<file path="src/verilog/fwr_defines.svh">
// Purpose : constants of the fault waveform recorder
// Assumes : 100 MHz clock, 50 Hz power system, settings in 10 ms units
// Notes   : times scale by sixteen in r.m.s. mode
//
// Contract
// - instantaneous mode stores every sample, 1.25 ms apart, sixteen per cycle
// - instantaneous record stops at set length, never beyond five seconds
// - r.m.s. mode stores one value per half cycle, record at most 80 s
// - at most eight records kept, new faults overwrite without acknowledgement
// - start by pickup, binary input, operator or serial command
// - transfer request raised after every record or only after trip
// - recording disabled unless type is instantaneous or r.m.s.
// - trigger selection: save on pickup (default), save on trip, start on trip
// - with pickup triggering the pickup instant is time zero
// - record starts pre-time before zero, ends post-time after criterion drops
// - maximum length 0.30 to 5.00 s, default 1.00 s
// - pre-trigger time 0.05 to 4.00 s, default 0.20 s
// - post-record time 0.05 to 0.50 s, default 0.10 s
// - in r.m.s. mode all setting durations are sixteen times longer
// - binary or command trigger acts on edge, length from capture window
// - capture window 0.10 to 5.00 s or infinite, default 0.50 s
// - infinite window lasts while input active, capped by maximum length
// - running output while capturing, event when stored data are deleted
`ifndef FWR_DEFINES_SVH
`define FWR_DEFINES_SVH

// -----------------------------------------------------------------
// timing
// -----------------------------------------------------------------
`define FWR_CLK_PERIOD_NS    10
`define FWR_SAMPLE_PERIOD_US 1250
`define FWR_INST_UNIT_LAST   7'h07
`define FWR_RMS_UNIT_LAST    7'h7F
`define FWR_RMS_STRIDE_LAST  3'h7
`define FWR_INST_UNIT_SHIFT  4'h3
`define FWR_RMS_UNIT_SHIFT   4'h4

// -----------------------------------------------------------------
// register offsets
// -----------------------------------------------------------------
`define FWR_OFS_CTRL    8'h00
`define FWR_OFS_MAXLEN  8'h04
`define FWR_OFS_PRE     8'h08
`define FWR_OFS_POST    8'h0C
`define FWR_OFS_CAPT    8'h10
`define FWR_OFS_STATUS  8'h14
`define FWR_OFS_SLOTSEL 8'h18
`define FWR_OFS_DESC    8'h1C

// -----------------------------------------------------------------
// control fields
// -----------------------------------------------------------------
`define FWR_CTRL_TYPE_LSB  0
`define FWR_CTRL_TRIG_LSB  2
`define FWR_CTRL_XFER_EN   4
`define FWR_CTRL_XFER_TRIP 5
`define FWR_CTRL_START     8

// -----------------------------------------------------------------
// settings, 10 ms units
// -----------------------------------------------------------------
`define FWR_MAXLEN_MIN 10'h01E
`define FWR_MAXLEN_MAX 10'h1F4
`define FWR_MAXLEN_DEF 10'h064
`define FWR_PRE_MIN    10'h005
`define FWR_PRE_MAX    10'h190
`define FWR_PRE_DEF    10'h014
`define FWR_POST_MIN   10'h005
`define FWR_POST_MAX   10'h032
`define FWR_POST_DEF   10'h00A
`define FWR_CAPT_MIN   10'h00A
`define FWR_CAPT_MAX   10'h1F4
`define FWR_CAPT_DEF   10'h032
`define FWR_CAPT_INF   10'h000
`define FWR_NUM_SLOTS  4'h8

`endif

</file>
<file path="src/verilog/fwr_pkg.sv">
// Purpose : types of the fault waveform recorder
// Assumes : nothing
// Notes   : enum order gives the register field encoding
package fwr_pkg;
    typedef enum logic [1:0] {FWR_REC_OFF, FWR_REC_INST, FWR_REC_RMS, FWR_REC_RSVD} fwr_rec_e;
    typedef enum logic [1:0] {FWR_SAVE_PICKUP, FWR_SAVE_TRIP, FWR_START_TRIP,
                              FWR_TRIG_RSVD} fwr_trig_e;
    typedef enum logic [1:0] {FWR_ST_IDLE, FWR_ST_HOLD, FWR_ST_POST, FWR_ST_STORE} fwr_state_e;
endpackage

</file>
<file path="src/verilog/fwr_pin_sync.sv">
// Purpose : three-stage synchroniser for a pin input
// Assumes : input asynchronous to clk
// Notes   : level updates once stages two and three agree
`timescale 1ns/10ps
module fwr_pin_sync (
    input  wire logic clk,
    input  wire logic resetn,
    input  wire logic pinIn,
    output logic      levelOut
);
    logic s1_q;
    logic s2_q;
    logic s3_q;

    always_ff @(posedge clk or negedge resetn) begin
        if (!resetn) begin
            s1_q     <= 1'b0;
            s2_q     <= 1'b0;
            s3_q     <= 1'b0;
            levelOut <= 1'b0;
        end else begin
            s1_q <= pinIn;
            s2_q <= s1_q;
            s3_q <= s2_q;
            if (s2_q == s3_q) begin
                levelOut <= s3_q;
            end
        end
    end
endmodule

</file>
<file path="src/verilog/fwr_skid_buffer.sv">
// Purpose : two-entry buffer with valid and ready on both sides
// Assumes : single clock
// Notes   : inReady drops while the spare entry is used
`timescale 1ns/10ps
module fwr_skid_buffer #(
    parameter int WIDTH = 32
) (
    input  wire logic             clk,
    input  wire logic             resetn,
    input  wire logic             inValid,
    input  wire logic [WIDTH-1:0] inData,
    output logic                  inReady,
    output logic                  outValid,
    output logic      [WIDTH-1:0] outData,
    input  wire logic             outReady
);
    logic [WIDTH-1:0] skid_q;
    logic             skidValid_q;
    wire              push = inValid & inReady;
    wire              advance = outReady | ~outValid;

    always_ff @(posedge clk or negedge resetn) begin
        if (!resetn) begin
            outValid    <= 1'b0;
            outData     <= '0;
            skid_q      <= '0;
            skidValid_q <= 1'b0;
        end else if (advance) begin
            outValid    <= skidValid_q | push;
            outData     <= skidValid_q ? skid_q : inData;
            skidValid_q <= 1'b0;
        end else if (push) begin
            skid_q      <= inData;
            skidValid_q <= 1'b1;
        end
    end

    always_ff @(posedge clk or negedge resetn) begin
        if (!resetn) begin
            inReady <= 1'b0;
        end else begin
            inReady <= advance | ~(skidValid_q | push);
        end
    end
endmodule

</file>
<file path="src/verilog/fwr_recorder.sv">
// Purpose : fault waveform recorder with APB settings and ring write stream
// Assumes : sampleIn from same-clock logic; ring memory outside
// Notes   : descriptors hold start and end ring addresses of up to eight records
`timescale 1ns/10ps
`include "fwr_defines.svh"
module fwr_recorder import fwr_pkg::*; #(
    parameter int SAMPLE_CYC = `FWR_SAMPLE_PERIOD_US * 1000 / `FWR_CLK_PERIOD_NS
) (
    input  wire logic        clk,
    input  wire logic        resetn,
    input  wire logic [7:0]  paddr,
    input  wire logic        psel,
    input  wire logic        penable,
    input  wire logic        pwrite,
    input  wire logic [31:0] pwdata,
    output logic      [31:0] prdata,
    output logic             pready,
    output logic             pslverr,
    input  wire logic        protPickup,
    input  wire logic        protTrip,
    input  wire logic        binTrigPin,
    input  wire logic [15:0] sampleIn,
    output logic      [15:0] memAddr,
    output logic      [15:0] memData,
    output logic             memValid,
    input  wire logic        memReady,
    output logic             recRunning,
    output logic             wavesDeleted,
    output logic             xferReq
);
    // -----------------------------------------------------------------
    // helpers
    // -----------------------------------------------------------------
    function automatic logic [9:0] clampSet(input logic [9:0] v, input logic [9:0] lo,
                                            input logic [9:0] hi);
        clampSet = (v < lo) ? lo : ((v > hi) ? hi : v);
    endfunction

    // -----------------------------------------------------------------
    // settings and APB slave
    // -----------------------------------------------------------------
    fwr_rec_e    recType_q;
    fwr_trig_e   trigSel_q;
    logic        xferEn_q;
    logic        xferTripOnly_q;
    logic [9:0]  maxLen_q;
    logic [9:0]  preTime_q;
    logic [9:0]  postTime_q;
    logic [9:0]  captTime_q;
    logic [2:0]  slotSel_q;
    logic        startCmd_q;
    logic [31:0] desc_q [8];
    logic [2:0]  wrSlot_q;
    logic [3:0]  recCount_q;
    logic [15:0] wp_q;
    fwr_state_e  state_q;
    fwr_state_e  state_d;

    wire        setup   = psel & ~penable;
    wire        access  = psel & penable & pready;
    wire        wrEn    = access & pwrite;
    wire        hitCtrl = paddr == `FWR_OFS_CTRL;
    wire        hitMax  = paddr == `FWR_OFS_MAXLEN;
    wire        hitPre  = paddr == `FWR_OFS_PRE;
    wire        hitPost = paddr == `FWR_OFS_POST;
    wire        hitCapt = paddr == `FWR_OFS_CAPT;
    wire        hitStat = paddr == `FWR_OFS_STATUS;
    wire        hitSel  = paddr == `FWR_OFS_SLOTSEL;
    wire        hitDesc = paddr == `FWR_OFS_DESC;
    wire        addrHit = hitCtrl | hitMax | hitPre | hitPost | hitCapt | hitStat
                        | hitSel | hitDesc;
    wire [31:0] ctrlRd  = {26'h0, xferTripOnly_q, xferEn_q, trigSel_q, recType_q};
    wire [31:0] statRd  = {5'h00, wrSlot_q, wp_q, recCount_q, 3'h0, recRunning};
    wire [31:0] rdMux   = hitCtrl ? ctrlRd
                        : hitMax  ? {22'h0, maxLen_q}
                        : hitPre  ? {22'h0, preTime_q}
                        : hitPost ? {22'h0, postTime_q}
                        : hitCapt ? {22'h0, captTime_q}
                        : hitStat ? statRd
                        : hitSel  ? {29'h0, slotSel_q}
                        : hitDesc ? desc_q[slotSel_q]
                        : 32'h0;
    wire [9:0]  wrVal   = pwdata[9:0];
    wire [9:0]  captNew = (wrVal == `FWR_CAPT_INF) ? `FWR_CAPT_INF
                        : clampSet(wrVal, `FWR_CAPT_MIN, `FWR_CAPT_MAX);

    always_ff @(posedge clk or negedge resetn) begin
        if (!resetn) begin
            pready  <= 1'b0;
            pslverr <= 1'b0;
            prdata  <= 32'h0;
        end else begin
            pready  <= setup;
            pslverr <= setup & ~addrHit;
            prdata  <= (setup & ~pwrite) ? rdMux : 32'h0;
        end
    end

    always_ff @(posedge clk or negedge resetn) begin
        if (!resetn) begin
            recType_q      <= FWR_REC_OFF;
            trigSel_q      <= FWR_SAVE_PICKUP;
            xferEn_q       <= 1'b0;
            xferTripOnly_q <= 1'b0;
            startCmd_q     <= 1'b0;
        end else begin
            startCmd_q <= wrEn & hitCtrl & pwdata[`FWR_CTRL_START];
            if (wrEn && hitCtrl) begin
                recType_q      <= fwr_rec_e'(pwdata[`FWR_CTRL_TYPE_LSB +: 2]);
                trigSel_q      <= fwr_trig_e'(pwdata[`FWR_CTRL_TRIG_LSB +: 2]);
                xferEn_q       <= pwdata[`FWR_CTRL_XFER_EN];
                xferTripOnly_q <= pwdata[`FWR_CTRL_XFER_TRIP];
            end
        end
    end

    always_ff @(posedge clk or negedge resetn) begin
        if (!resetn) begin
            maxLen_q   <= `FWR_MAXLEN_DEF;
            preTime_q  <= `FWR_PRE_DEF;
            postTime_q <= `FWR_POST_DEF;
            captTime_q <= `FWR_CAPT_DEF;
            slotSel_q  <= 3'h0;
        end else if (wrEn) begin
            if (hitMax) begin
                maxLen_q <= clampSet(wrVal, `FWR_MAXLEN_MIN, `FWR_MAXLEN_MAX);
            end
            if (hitPre) begin
                preTime_q <= clampSet(wrVal, `FWR_PRE_MIN, `FWR_PRE_MAX);
            end
            if (hitPost) begin
                postTime_q <= clampSet(wrVal, `FWR_POST_MIN, `FWR_POST_MAX);
            end
            if (hitCapt) begin
                captTime_q <= captNew;
            end
            if (hitSel) begin
                slotSel_q <= pwdata[2:0];
            end
        end
    end

    // -----------------------------------------------------------------
    // sample timing
    // -----------------------------------------------------------------
    logic [16:0] divCnt_q;
    logic [6:0]  subCnt_q;
    wire         enabled    = (recType_q == FWR_REC_INST) | (recType_q == FWR_REC_RMS);
    wire         rmsMode    = recType_q == FWR_REC_RMS;
    wire         sampleTick = divCnt_q == 17'(SAMPLE_CYC - 1);
    wire         storeTick  = sampleTick & enabled
                            & (~rmsMode | (subCnt_q[2:0] == `FWR_RMS_STRIDE_LAST));
    wire [6:0]   unitLast   = rmsMode ? `FWR_RMS_UNIT_LAST : `FWR_INST_UNIT_LAST;
    wire         unitTick   = sampleTick & ((subCnt_q & unitLast) == unitLast);

    always_ff @(posedge clk or negedge resetn) begin
        if (!resetn) begin
            divCnt_q <= 17'h0;
            subCnt_q <= 7'h0;
        end else begin
            divCnt_q <= sampleTick ? 17'h0 : divCnt_q + 17'h1;
            if (sampleTick) begin
                subCnt_q <= subCnt_q + 7'h1;
            end
        end
    end

    // -----------------------------------------------------------------
    // ring write stream
    // -----------------------------------------------------------------
    logic        pend_q;
    logic [15:0] pendData_q;
    logic        bufInReady;
    wire         push = pend_q & bufInReady;

    always_ff @(posedge clk or negedge resetn) begin
        if (!resetn) begin
            pend_q     <= 1'b0;
            pendData_q <= 16'h0;
            wp_q       <= 16'h0;
        end else begin
            pend_q <= storeTick | (pend_q & ~bufInReady);
            if (storeTick) begin
                pendData_q <= sampleIn;
            end
            if (push) begin
                wp_q <= wp_q + 16'h1;
            end
        end
    end

    fwr_skid_buffer #(
        .WIDTH (32)
    ) u_buf (
        .clk      (clk),
        .resetn   (resetn),
        .inValid  (pend_q),
        .inData   ({wp_q, pendData_q}),
        .inReady  (bufInReady),
        .outValid (memValid),
        .outData  ({memAddr, memData}),
        .outReady (memReady)
    );

    // -----------------------------------------------------------------
    // trigger sources
    // -----------------------------------------------------------------
    logic binLvl;
    logic binPrev_q;
    logic pickPrev_q;
    logic tripPrev_q;

    fwr_pin_sync u_binsync (
        .clk      (clk),
        .resetn   (resetn),
        .pinIn    (binTrigPin),
        .levelOut (binLvl)
    );

    always_ff @(posedge clk or negedge resetn) begin
        if (!resetn) begin
            binPrev_q  <= 1'b0;
            pickPrev_q <= 1'b0;
            tripPrev_q <= 1'b0;
        end else begin
            binPrev_q  <= binLvl;
            pickPrev_q <= protPickup;
            tripPrev_q <= protTrip;
        end
    end

    wire tripMode = trigSel_q == FWR_START_TRIP;
    wire protTrig = tripMode ? (protTrip & ~tripPrev_q) : (protPickup & ~pickPrev_q);
    wire manTrig  = (binLvl & ~binPrev_q) | startCmd_q;

    // -----------------------------------------------------------------
    // record sequencer
    // -----------------------------------------------------------------
    logic        manual_q;
    logic        sawTrip_q;
    logic [9:0]  lenCnt_q;
    logic [9:0]  postCnt_q;
    logic [15:0] startAddr_q;

    wire [3:0]  preShift = rmsMode ? `FWR_RMS_UNIT_SHIFT : `FWR_INST_UNIT_SHIFT;
    wire [15:0] preWords = 16'({6'h00, preTime_q} << preShift);
    wire        lenCap   = lenCnt_q >= maxLen_q;
    wire        captInf  = captTime_q == `FWR_CAPT_INF;
    wire        manCrit  = captInf ? binLvl : (lenCnt_q < captTime_q);
    wire        protCrit = tripMode ? protTrip : protPickup;
    wire        crit     = manual_q ? manCrit : protCrit;
    wire        postDone = postCnt_q >= postTime_q;
    wire        saveRec  = manual_q | (trigSel_q != FWR_SAVE_TRIP) | sawTrip_q;
    wire        slotFull = recCount_q == `FWR_NUM_SLOTS;

    always_comb begin
        state_d = state_q;
        case (state_q)
            FWR_ST_IDLE: begin
                if (enabled && (protTrig || manTrig)) begin
                    state_d = FWR_ST_HOLD;
                end
            end
            FWR_ST_HOLD: begin
                if (!crit || lenCap) begin
                    state_d = FWR_ST_POST;
                end
            end
            FWR_ST_POST: begin
                if (postDone || lenCap) begin
                    state_d = FWR_ST_STORE;
                end
            end
            FWR_ST_STORE: begin
                state_d = FWR_ST_IDLE;
            end
            default: begin
                state_d = FWR_ST_IDLE;
            end
        endcase
        if (!enabled) begin
            state_d = FWR_ST_IDLE;
        end
    end

    always_ff @(posedge clk or negedge resetn) begin
        if (!resetn) begin
            state_q    <= FWR_ST_IDLE;
            recRunning <= 1'b0;
        end else begin
            state_q    <= state_d;
            recRunning <= state_d != FWR_ST_IDLE;
        end
    end

    always_ff @(posedge clk or negedge resetn) begin
        if (!resetn) begin
            manual_q    <= 1'b0;
            sawTrip_q   <= 1'b0;
            lenCnt_q    <= 10'h0;
            postCnt_q   <= 10'h0;
            startAddr_q <= 16'h0;
        end else if (state_q == FWR_ST_IDLE) begin
            manual_q    <= ~protTrig;
            sawTrip_q   <= protTrip;
            lenCnt_q    <= 10'h0;
            postCnt_q   <= 10'h0;
            startAddr_q <= wp_q - preWords;
        end else begin
            sawTrip_q <= sawTrip_q | protTrip;
            if (unitTick && !lenCap) begin
                lenCnt_q <= lenCnt_q + 10'h1;
            end
            if (unitTick && state_q == FWR_ST_POST) begin
                postCnt_q <= postCnt_q + 10'h1;
            end
        end
    end

    // -----------------------------------------------------------------
    // record slots and indications
    // -----------------------------------------------------------------
    wire storeNow = (state_q == FWR_ST_STORE) & saveRec;

    always_ff @(posedge clk or negedge resetn) begin
        if (!resetn) begin
            wrSlot_q     <= 3'h0;
            recCount_q   <= 4'h0;
            wavesDeleted <= 1'b0;
            xferReq      <= 1'b0;
        end else begin
            wavesDeleted <= storeNow & slotFull;
            xferReq      <= storeNow & xferEn_q & (~xferTripOnly_q | sawTrip_q);
            if (storeNow) begin
                wrSlot_q <= wrSlot_q + 3'h1;
                if (!slotFull) begin
                    recCount_q <= recCount_q + 4'h1;
                end
            end
        end
    end

    always_ff @(posedge clk or negedge resetn) begin
        if (!resetn) begin
            for (int i = 0; i < 8; i++) begin
                desc_q[i] <= 32'h0;
            end
        end else if (storeNow) begin
            desc_q[wrSlot_q] <= {wp_q, startAddr_q};
        end
    end
endmodule

</file>
<file path="config.mk">
export PLATFORM = sky130hd
export DESIGN_NAME = fwr_recorder
export DESIGN_NICKNAME = d
export VERILOG_FILES = /design/src/verilog/fwr_pkg.sv /design/src/verilog/fwr_pin_sync.sv /design/src/verilog/fwr_skid_buffer.sv /design/src/verilog/fwr_recorder.sv
export VERILOG_INCLUDE_DIRS = /design/src /design/src/verilog
export SDC_FILE = /design/constraint.sdc
export NUM_CORES = 1
export LEC_CHECK = 0
export BUFFER_PORTS_ARGS = -buffer_cell sky130_fd_sc_hd__buf_2
export CORE_MARGIN = 5
export CORE_UTILIZATION = 61
export DETAILED_ROUTE_END_ITERATION = 12
export PLACE_DENSITY_LB_ADDON = 0.2
export SKIP_CTS_REPAIR_TIMING = 1
export SYNTH_ARGS = -nofsm -noshare
export SYNTH_HDL_FRONTEND = slang
export SYNTH_SLANG_ARGS = --single-unit
</file>
<file path="constraint.sdc">
create_clock -name clk -period 3.5 [get_ports clk]
set_input_delay 0.175 -clock clk [delete_from_list [all_inputs] [get_ports clk]]
set_output_delay 0.175 -clock clk [all_outputs]
set_load 0.005 [all_outputs]
</file>
==> results of run 1 <==
worst min-delay path by stage:
stage / endpoint / slack (ps)
after floorplan: binPrev_q / -120
after global placement: u_binsync.s1_q / 290
after global routing: maxLen_q[7] / 6
after detailed placement: u_binsync.s1_q / 290
after CTS: u_binsync.s1_q / -340
final: maxLen_q[7] / -0.6
metrics by stage:
step	power (mW)	worst slack (ps)	std cells	hold slack (ps)
floorplan	6.296	435.0	1951	-120.6
global placement	6.519	488.5	2523	286.1
detailed placement	6.529	442.6	2523	285.2
CTS	12.31	423.2	2621	-344.9
global route	12.63	248.0	2652	6.185
finish	12.24	419.0	2652	-0.6097
logic make-up (layout without fill, tap and decap cells):
logic type / count (synthesis) / after routing / synth area share
DFF: 521 / 521 / 0.5382
muxes: 452 / 452 / 0.2365
and+or+nand+nor: 430 / 430 / 0.08514
AOI/OAI and AO/OA: 262 / 262 / 0.06300
buffers and inverters: 168 / 344 / 0.02719
xor gates and xnor gates: 57 / 57 / 0.02059
adders and majority gates: 56 / 56 / 0.02910
other: 2 / 5 / 0.0003097
tightest hold or removal path: stages:
cell and delay (ps):
buf_2 160, o21ai_0 130, o21ai_0 90
metal layers:
| metal | global-route usage | vias up | wire (um) |
|---|---|---|---|
| met4 | 0.09383 | 0 | 2094 |
| met5 | 0 | - | 0 |
| met1 | 0.3751 | 8258 | 24340 |
| li1 | - | 7243 | - |
| met2 | 0.4369 | 546 | 28110 |
| met3 | 0.04350 | 139 | 3637 |
state kept, by name, indices dropped and copies added, names as in the netlist, 16 cells and up:
| name | flops |
|---|---|
| desc_q | 256 |
| divCnt_q | 17 |
| pendData_q | 16 |
| prdata | 32 |
| startAddr_q | 16 |
| u_buf.outData | 32 |
| u_buf.skid_q | 32 |
| wp_q | 16 |
layout make-up:
type,instances,area share
Clock buffer,85,0.06023
Clock inverter,13,0.005377
Inverter,55,0.007456
Multi-Input combinational cell,1262,0.3823
Sequential cell,521,0.4716
Tap cell,525,0.02372
Timing Repair Buffer,191,0.04934
placed cells by master (no fill, tap or decap), types with 54 or more instances in the layout:
| cell | n |
|---|---|
| a21oi_1 | 79 |
| buf_2 | 111 |
| clkbuf_16 | 54 |
| dfrtp_1 | 507 |
| ha_1 | 54 |
| inv_1 | 54 |
| mux2_2 | 308 |
| mux2i_1 | 78 |
| mux4_2 | 66 |
| nand2_1 | 137 |
| nor2_1 | 126 |
| o21ai_0 | 110 |
power groups by stage:
| stage | Combinational (mW) | Clock (mW) | Sequential, mW |
|---|---|---|---|
| after floorplan | 0.104 | 0 | 6.19 |
| after global placement | 0.319 | 0 | 6.20 |
| after detailed placement | 0.326 | 0 | 6.20 |
| after CTS | 0.328 | 5.89 | 6.09 |
| after global routing | 0.397 | 6.13 | 6.10 |
| final | 0.350 | 5.80 | 6.09 |
cells in the mapped netlist, drive strengths merged (20+ instances only):
cell    count
nand2     137
dfrtp     511
xnor2      30
buf        27
nand3      36
mux4       66
nor2      127
mux2i      78
nand4      23
ha         54
inv        54
xor2       27
o21ai     110
nor3       20
clkbuf     86
mux2      308
a21oi      80
==> flow_metrics.tcl, run 1 <==
set metrics [dict create \
    max-vdd-ir-drop_mv 0.4517 \
    n_antenna_cell 0 \
    p_sw_mw 2.652 \
    timing.fmax_mhz 324.6 \
    syn_inst 1948 \
    fp.dieW_um 209.4 \
    rrSetupSlack_ps 420 \
    drv_cap 0 \
    floorplan.initialDensity 0.6131 \
    gp_congestion 0.9264 \
    synth_top_area_cell "dfrtp_1" \
    syn_to_final_growth_pct 14.19 \
    post-route-period-util 0.8803 \
    dpl.hpwl_um 38280 \
    die_y_um 209.4 \
    worstHoldStart "pwdata[7]" \
    cts_sinks 521 \
    avgViaCountPerCell 6.103 \
    synth-edff-count 0 \
    ant_nets 0 \
    port_buffers 112 \
    n_fill_cell 2799 \
    ff_latch_area_um2 13060 \
    antenna_found_initial 0 \
    syn_area_per_cell_um2 12.45 \
    fp-row-count 73 \
    fin_util 0.7001 \
    clk_pin_slew_ps 60 \
    r2r-end "startAddr_q[10]" \
    cellLeakagePower_nw 12.91 \
    ys_seq_area_frac 0.5382 \
    endpoint_kind "flip-flop" \
    whs_path_depth 3 \
    critical_path_required_ps 3940 \
    async_flop_share 1.000 \
    cts_root_buf "clkbuf_16" \
    grt_max_degree 116 \
    crit_top_cell "ha_1" \
    cts-htree-levels 2 \
    reg2regPathDepth 11 \
    cts_max_path_buffers 3 \
    outcome "finished with violations" \
    swShare 0.2167 \
    powerDensity_nw_per_um2 442.0 \
    dr.pass1.iters 5 \
    hold_slack_ps -0.6097 \
    ys_seq_elements 521 \
    drc 0 \
    cp_top_family "simple AND/OR/NAND/NOR gates" \
    finalInstanceArea_um2 27690 \
    grt_usage 0.2693 \
    power_frac_clock 0.474 \
    finalSetupViolCount 0 \
    crit-reg2reg-launch "recType_q[0]" \
    cp-start-kind "flip-flop" \
    path_class "reg2reg" \
    max_stage_delay_ps 430 \
    multi_input_area_um2 10590 \
    worstSetupPathDepth 11 \
    crit_end "startAddr_q[10]" \
    rsz0062_at_grt "no" \
    hold_viol 1 \
    grt_pass1_wl_um 94430 \
    dieArea_um2 43840 \
    comb_power_share 0.029 \
    cp_slowest_cell "or3b_2" \
    drtIter0Drc 1326 \
    core-area_um2 39550 \
    seq_power_share 0.498 \
    worst_pin_slew_ps 1228 \
    arrival_ps 3520 \
    clkLatencyLatePin_ps 610 \
    wl_per_cell_um 21.94 \
    hold_class "in2reg" \
    crit_chain "inv_1 -> ha_1 -> mux2i_1 -> ha_1 -> and2_1 -> and3_1 -> a32o_1 -> or3b_2 -> a21oi_1 -> xor2_1 -> o21ai_0" \
    setup_tns_ps 0 \
    vias 16190 \
    crit_fanout 5 \
    drv_slew 0 \
    fin_crit_ps 3081 \
    yosys_warnings 0 \
    io_pins 135 \
    placed_area_um2 25560 \
    drive_above_1_share 0.3070 \
    grt_pass1_vias 16930 \
    numCtsBuffers 53 \
    fin_skew_ps 25.90 \
    slew_headroom 0.1813 \
    ys_top_cells_by_area "dfrtp_1 53%, mux2_2 14%, mux4_2 6.1%" \
    synthFlopType "dfrtp_1" \
    cts_tree "yes" \
    netlist.area_leader.share 0.5273 \
    syn_area_um2 24250 \
    path_buf_inv 1 \
    p_int_mw 9.588 \
    crit_path_start "recType_q[0]" \
    ys_types 72 \
    wirelength_um 58170 \
    violations "hold timing" \
    grt_overflow 0 \
    fin_nets 2204 \
]
Note: power is estimated with default switching activity, not from simulation.
==> run 2, diff against run 1 <==
--- a/config.mk
+++ b/config.mk
@@ -9,6 +9,7 @@
 export BUFFER_PORTS_ARGS = -buffer_cell sky130_fd_sc_hd__buf_2
 export CORE_MARGIN = 5
 export CORE_UTILIZATION = 61
+export CTS_BUF_LIST = sky130_fd_sc_hd__clkbuf_4 sky130_fd_sc_hd__clkbuf_8
 export DETAILED_ROUTE_END_ITERATION = 12
 export PLACE_DENSITY_LB_ADDON = 0.2
 export SKIP_CTS_REPAIR_TIMING = 1
==> constraint.sdc (replaced) <==
create_clock -name clk -period 3.5 [get_ports clk]
set_input_delay 0.525 -clock clk [delete_from_list [all_inputs] [get_ports clk]]
set_output_delay 0.525 -clock clk [all_outputs]
set_load 0.005 [all_outputs]
==> flow_metrics.tcl, run 2 (synthesis gave the netlist of run 1 again) <==
set metrics [dict create \
    cp_slowest_cell "nand3_2" \
    wirelength_um 57250 \
    cts_sinks 521 \
    reg2regPathDepth 6 \
    cts_max_path_buffers 3 \
    cts_tree "yes" \
    syn_to_final_growth_pct 12.73 \
    clk_pin_slew_ps 60 \
    grt_pass1_wl_um 93320 \
    drv_cap 0 \
    powerDensity_nw_per_um2 443.1 \
    floorplan.initialDensity 0.6131 \
    dr.pass1.iters 5 \
    die_y_um 209.4 \
    drtIter0Drc 1106 \
    totalPowerFinal_mw 12.11 \
    crit_chain "nor4b_1 -> buf_4 -> nor2_1 -> nand3_2 -> buf_12 -> mux2_2" \
    worst_pin_slew_ps 1022 \
    cp-start-kind "flip-flop" \
    clkLatencyLatePin_ps 650 \
    finalSetupViolCount 0 \
    rrSetupSlack_ps 330 \
    port_buffers 112 \
    drv_slew 0 \
    final_common_cell "dfrtp_1" \
    r2r-end "desc_q[223]" \
    fin_util 0.6912 \
    crit-reg2reg-launch "trigSel_q[0]" \
    regMostFlops "desc_q" \
    grt_overflow 0 \
    numCtsBuffers 86 \
    setup_tns_ps 0 \
    slew_headroom 0.3188 \
    ant_nets 0 \
    fin_skew_ps 26.52 \
    hold_class "in2reg" \
    n_antenna_cell 0 \
    max-vdd-ir-drop_mv 0.3636 \
    max_stage_delay_ps 800 \
    fp-row-count 73 \
    outcome "finished clean" \
    cellLeakagePower_nw 12.83 \
    crit_fanout 18 \
    dpl.hpwl_um 37710 \
    fin_nets 2199 \
    fin_crit_ps 3169 \
    core-area_um2 39550 \
    n_fill_cell 2863 \
    grt_pass1_vias 17010 \
    holdPathEnd "pickPrev_q" \
    post-route-period-util 0.9054 \
    grt_usage 0.2666 \
    largest_register_ffs 256 \
    drive_above_1_share 0.3302 \
    path_class "reg2reg" \
    whs_path_depth 1 \
    endpoint_kind "flip-flop" \
    antenna_found_initial 0 \
    layout_common_cells "507 x dfrtp_1, 308 x mux2_2, 137 x nand2_1" \
    vias 16160 \
    critical_path_required_ps 4010 \
    rsz0062_at_grt "no" \
    io_pins 135 \
    avgViaCountPerCell 6.060 \
    timing.fmax_mhz 315.6 \
    cts-htree-levels 3 \
    wl_per_cell_um 21.47 \
    fp.dieW_um 209.4 \
    worstHoldStart "protPickup" \
    dieArea_um2 43840 \
    drc 0 \
    hold_viol 0 \
    gp_congestion 0.9110 \
    cts_root_buf "clkbuf_8" \
    arrival_ps 3680 \
    grt_max_degree 97 \
]
[run 2: worst max-delay path by stage]
stage,end,depth (start not counted),start
2_1_floorplan,startAddr_q[10],12,recType_q[0]
3_3_place_gp,startAddr_q[10],11,recType_q[0]
3_5_place_dp,desc_q[205],6,trigSel_q[0]
4_1_cts,desc_q[205],6,trigSel_q[0]
5_1_grt,startAddr_q[10],11,recType_q[0]
6_report,desc_q[223],6,trigSel_q[0]
[run 2: metal layers]
layer	wire length, um	vias to the layer above	global-route usage
met1	24810	8297	0.3693
met4	1915	0	0.09113
met2	27420	441	0.4295
met5	0	-	0
li1	-	7270	-
met3	3104	147	0.05157
[run 2: stage by stage]
stage | worst slack (ps) | cells | hold slack [ps] | cell area, um2
after CTS | 450.6 | 2664 | -127.7 | 27320
after global placement | 469.0 | 2514 | 335.8 | 25460
final | 331.2 | 2666 | 15.39 | 27340
after floorplan | 435.0 | 1951 | 229.4 | 24260
after global routing | 302.3 | 2666 | 0.8824 | 27340
after detailed placement | 467.1 | 2514 | 341.1 | 25460
[run 2: critical path: cells and delay by family (launching register included)]
kind          cells  cell delay (ps)
buf+inv           2              590
flops             1              460
mux               1              270
simple gates      3             1700
[run 2: cell type report]
cell class                      instances  area [um2]  area share
Inverter                               55       206.4    0.007552
Sequential cell                       521       13060      0.4776
Clock buffer                          135        1695     0.06202
Tap cell                              525       656.9     0.02403
Timing Repair Buffer                  153       970.9     0.03552
Clock inverter                         15       163.9    0.005996
Multi-Input combinational cell       1262       10590      0.3872
[run 2: report_power, final]
| group | internal, mW | switching, mW | total, mW | leakage, nW |
|---|---|---|---|---|
| Clock | 3.29 | 2.41 | 5.70 | 0.983 |
| Sequential | 6.06 | 0.0350 | 6.10 | 6.99 |
| Combinational | 0.0898 | 0.222 | 0.312 | 4.86 |
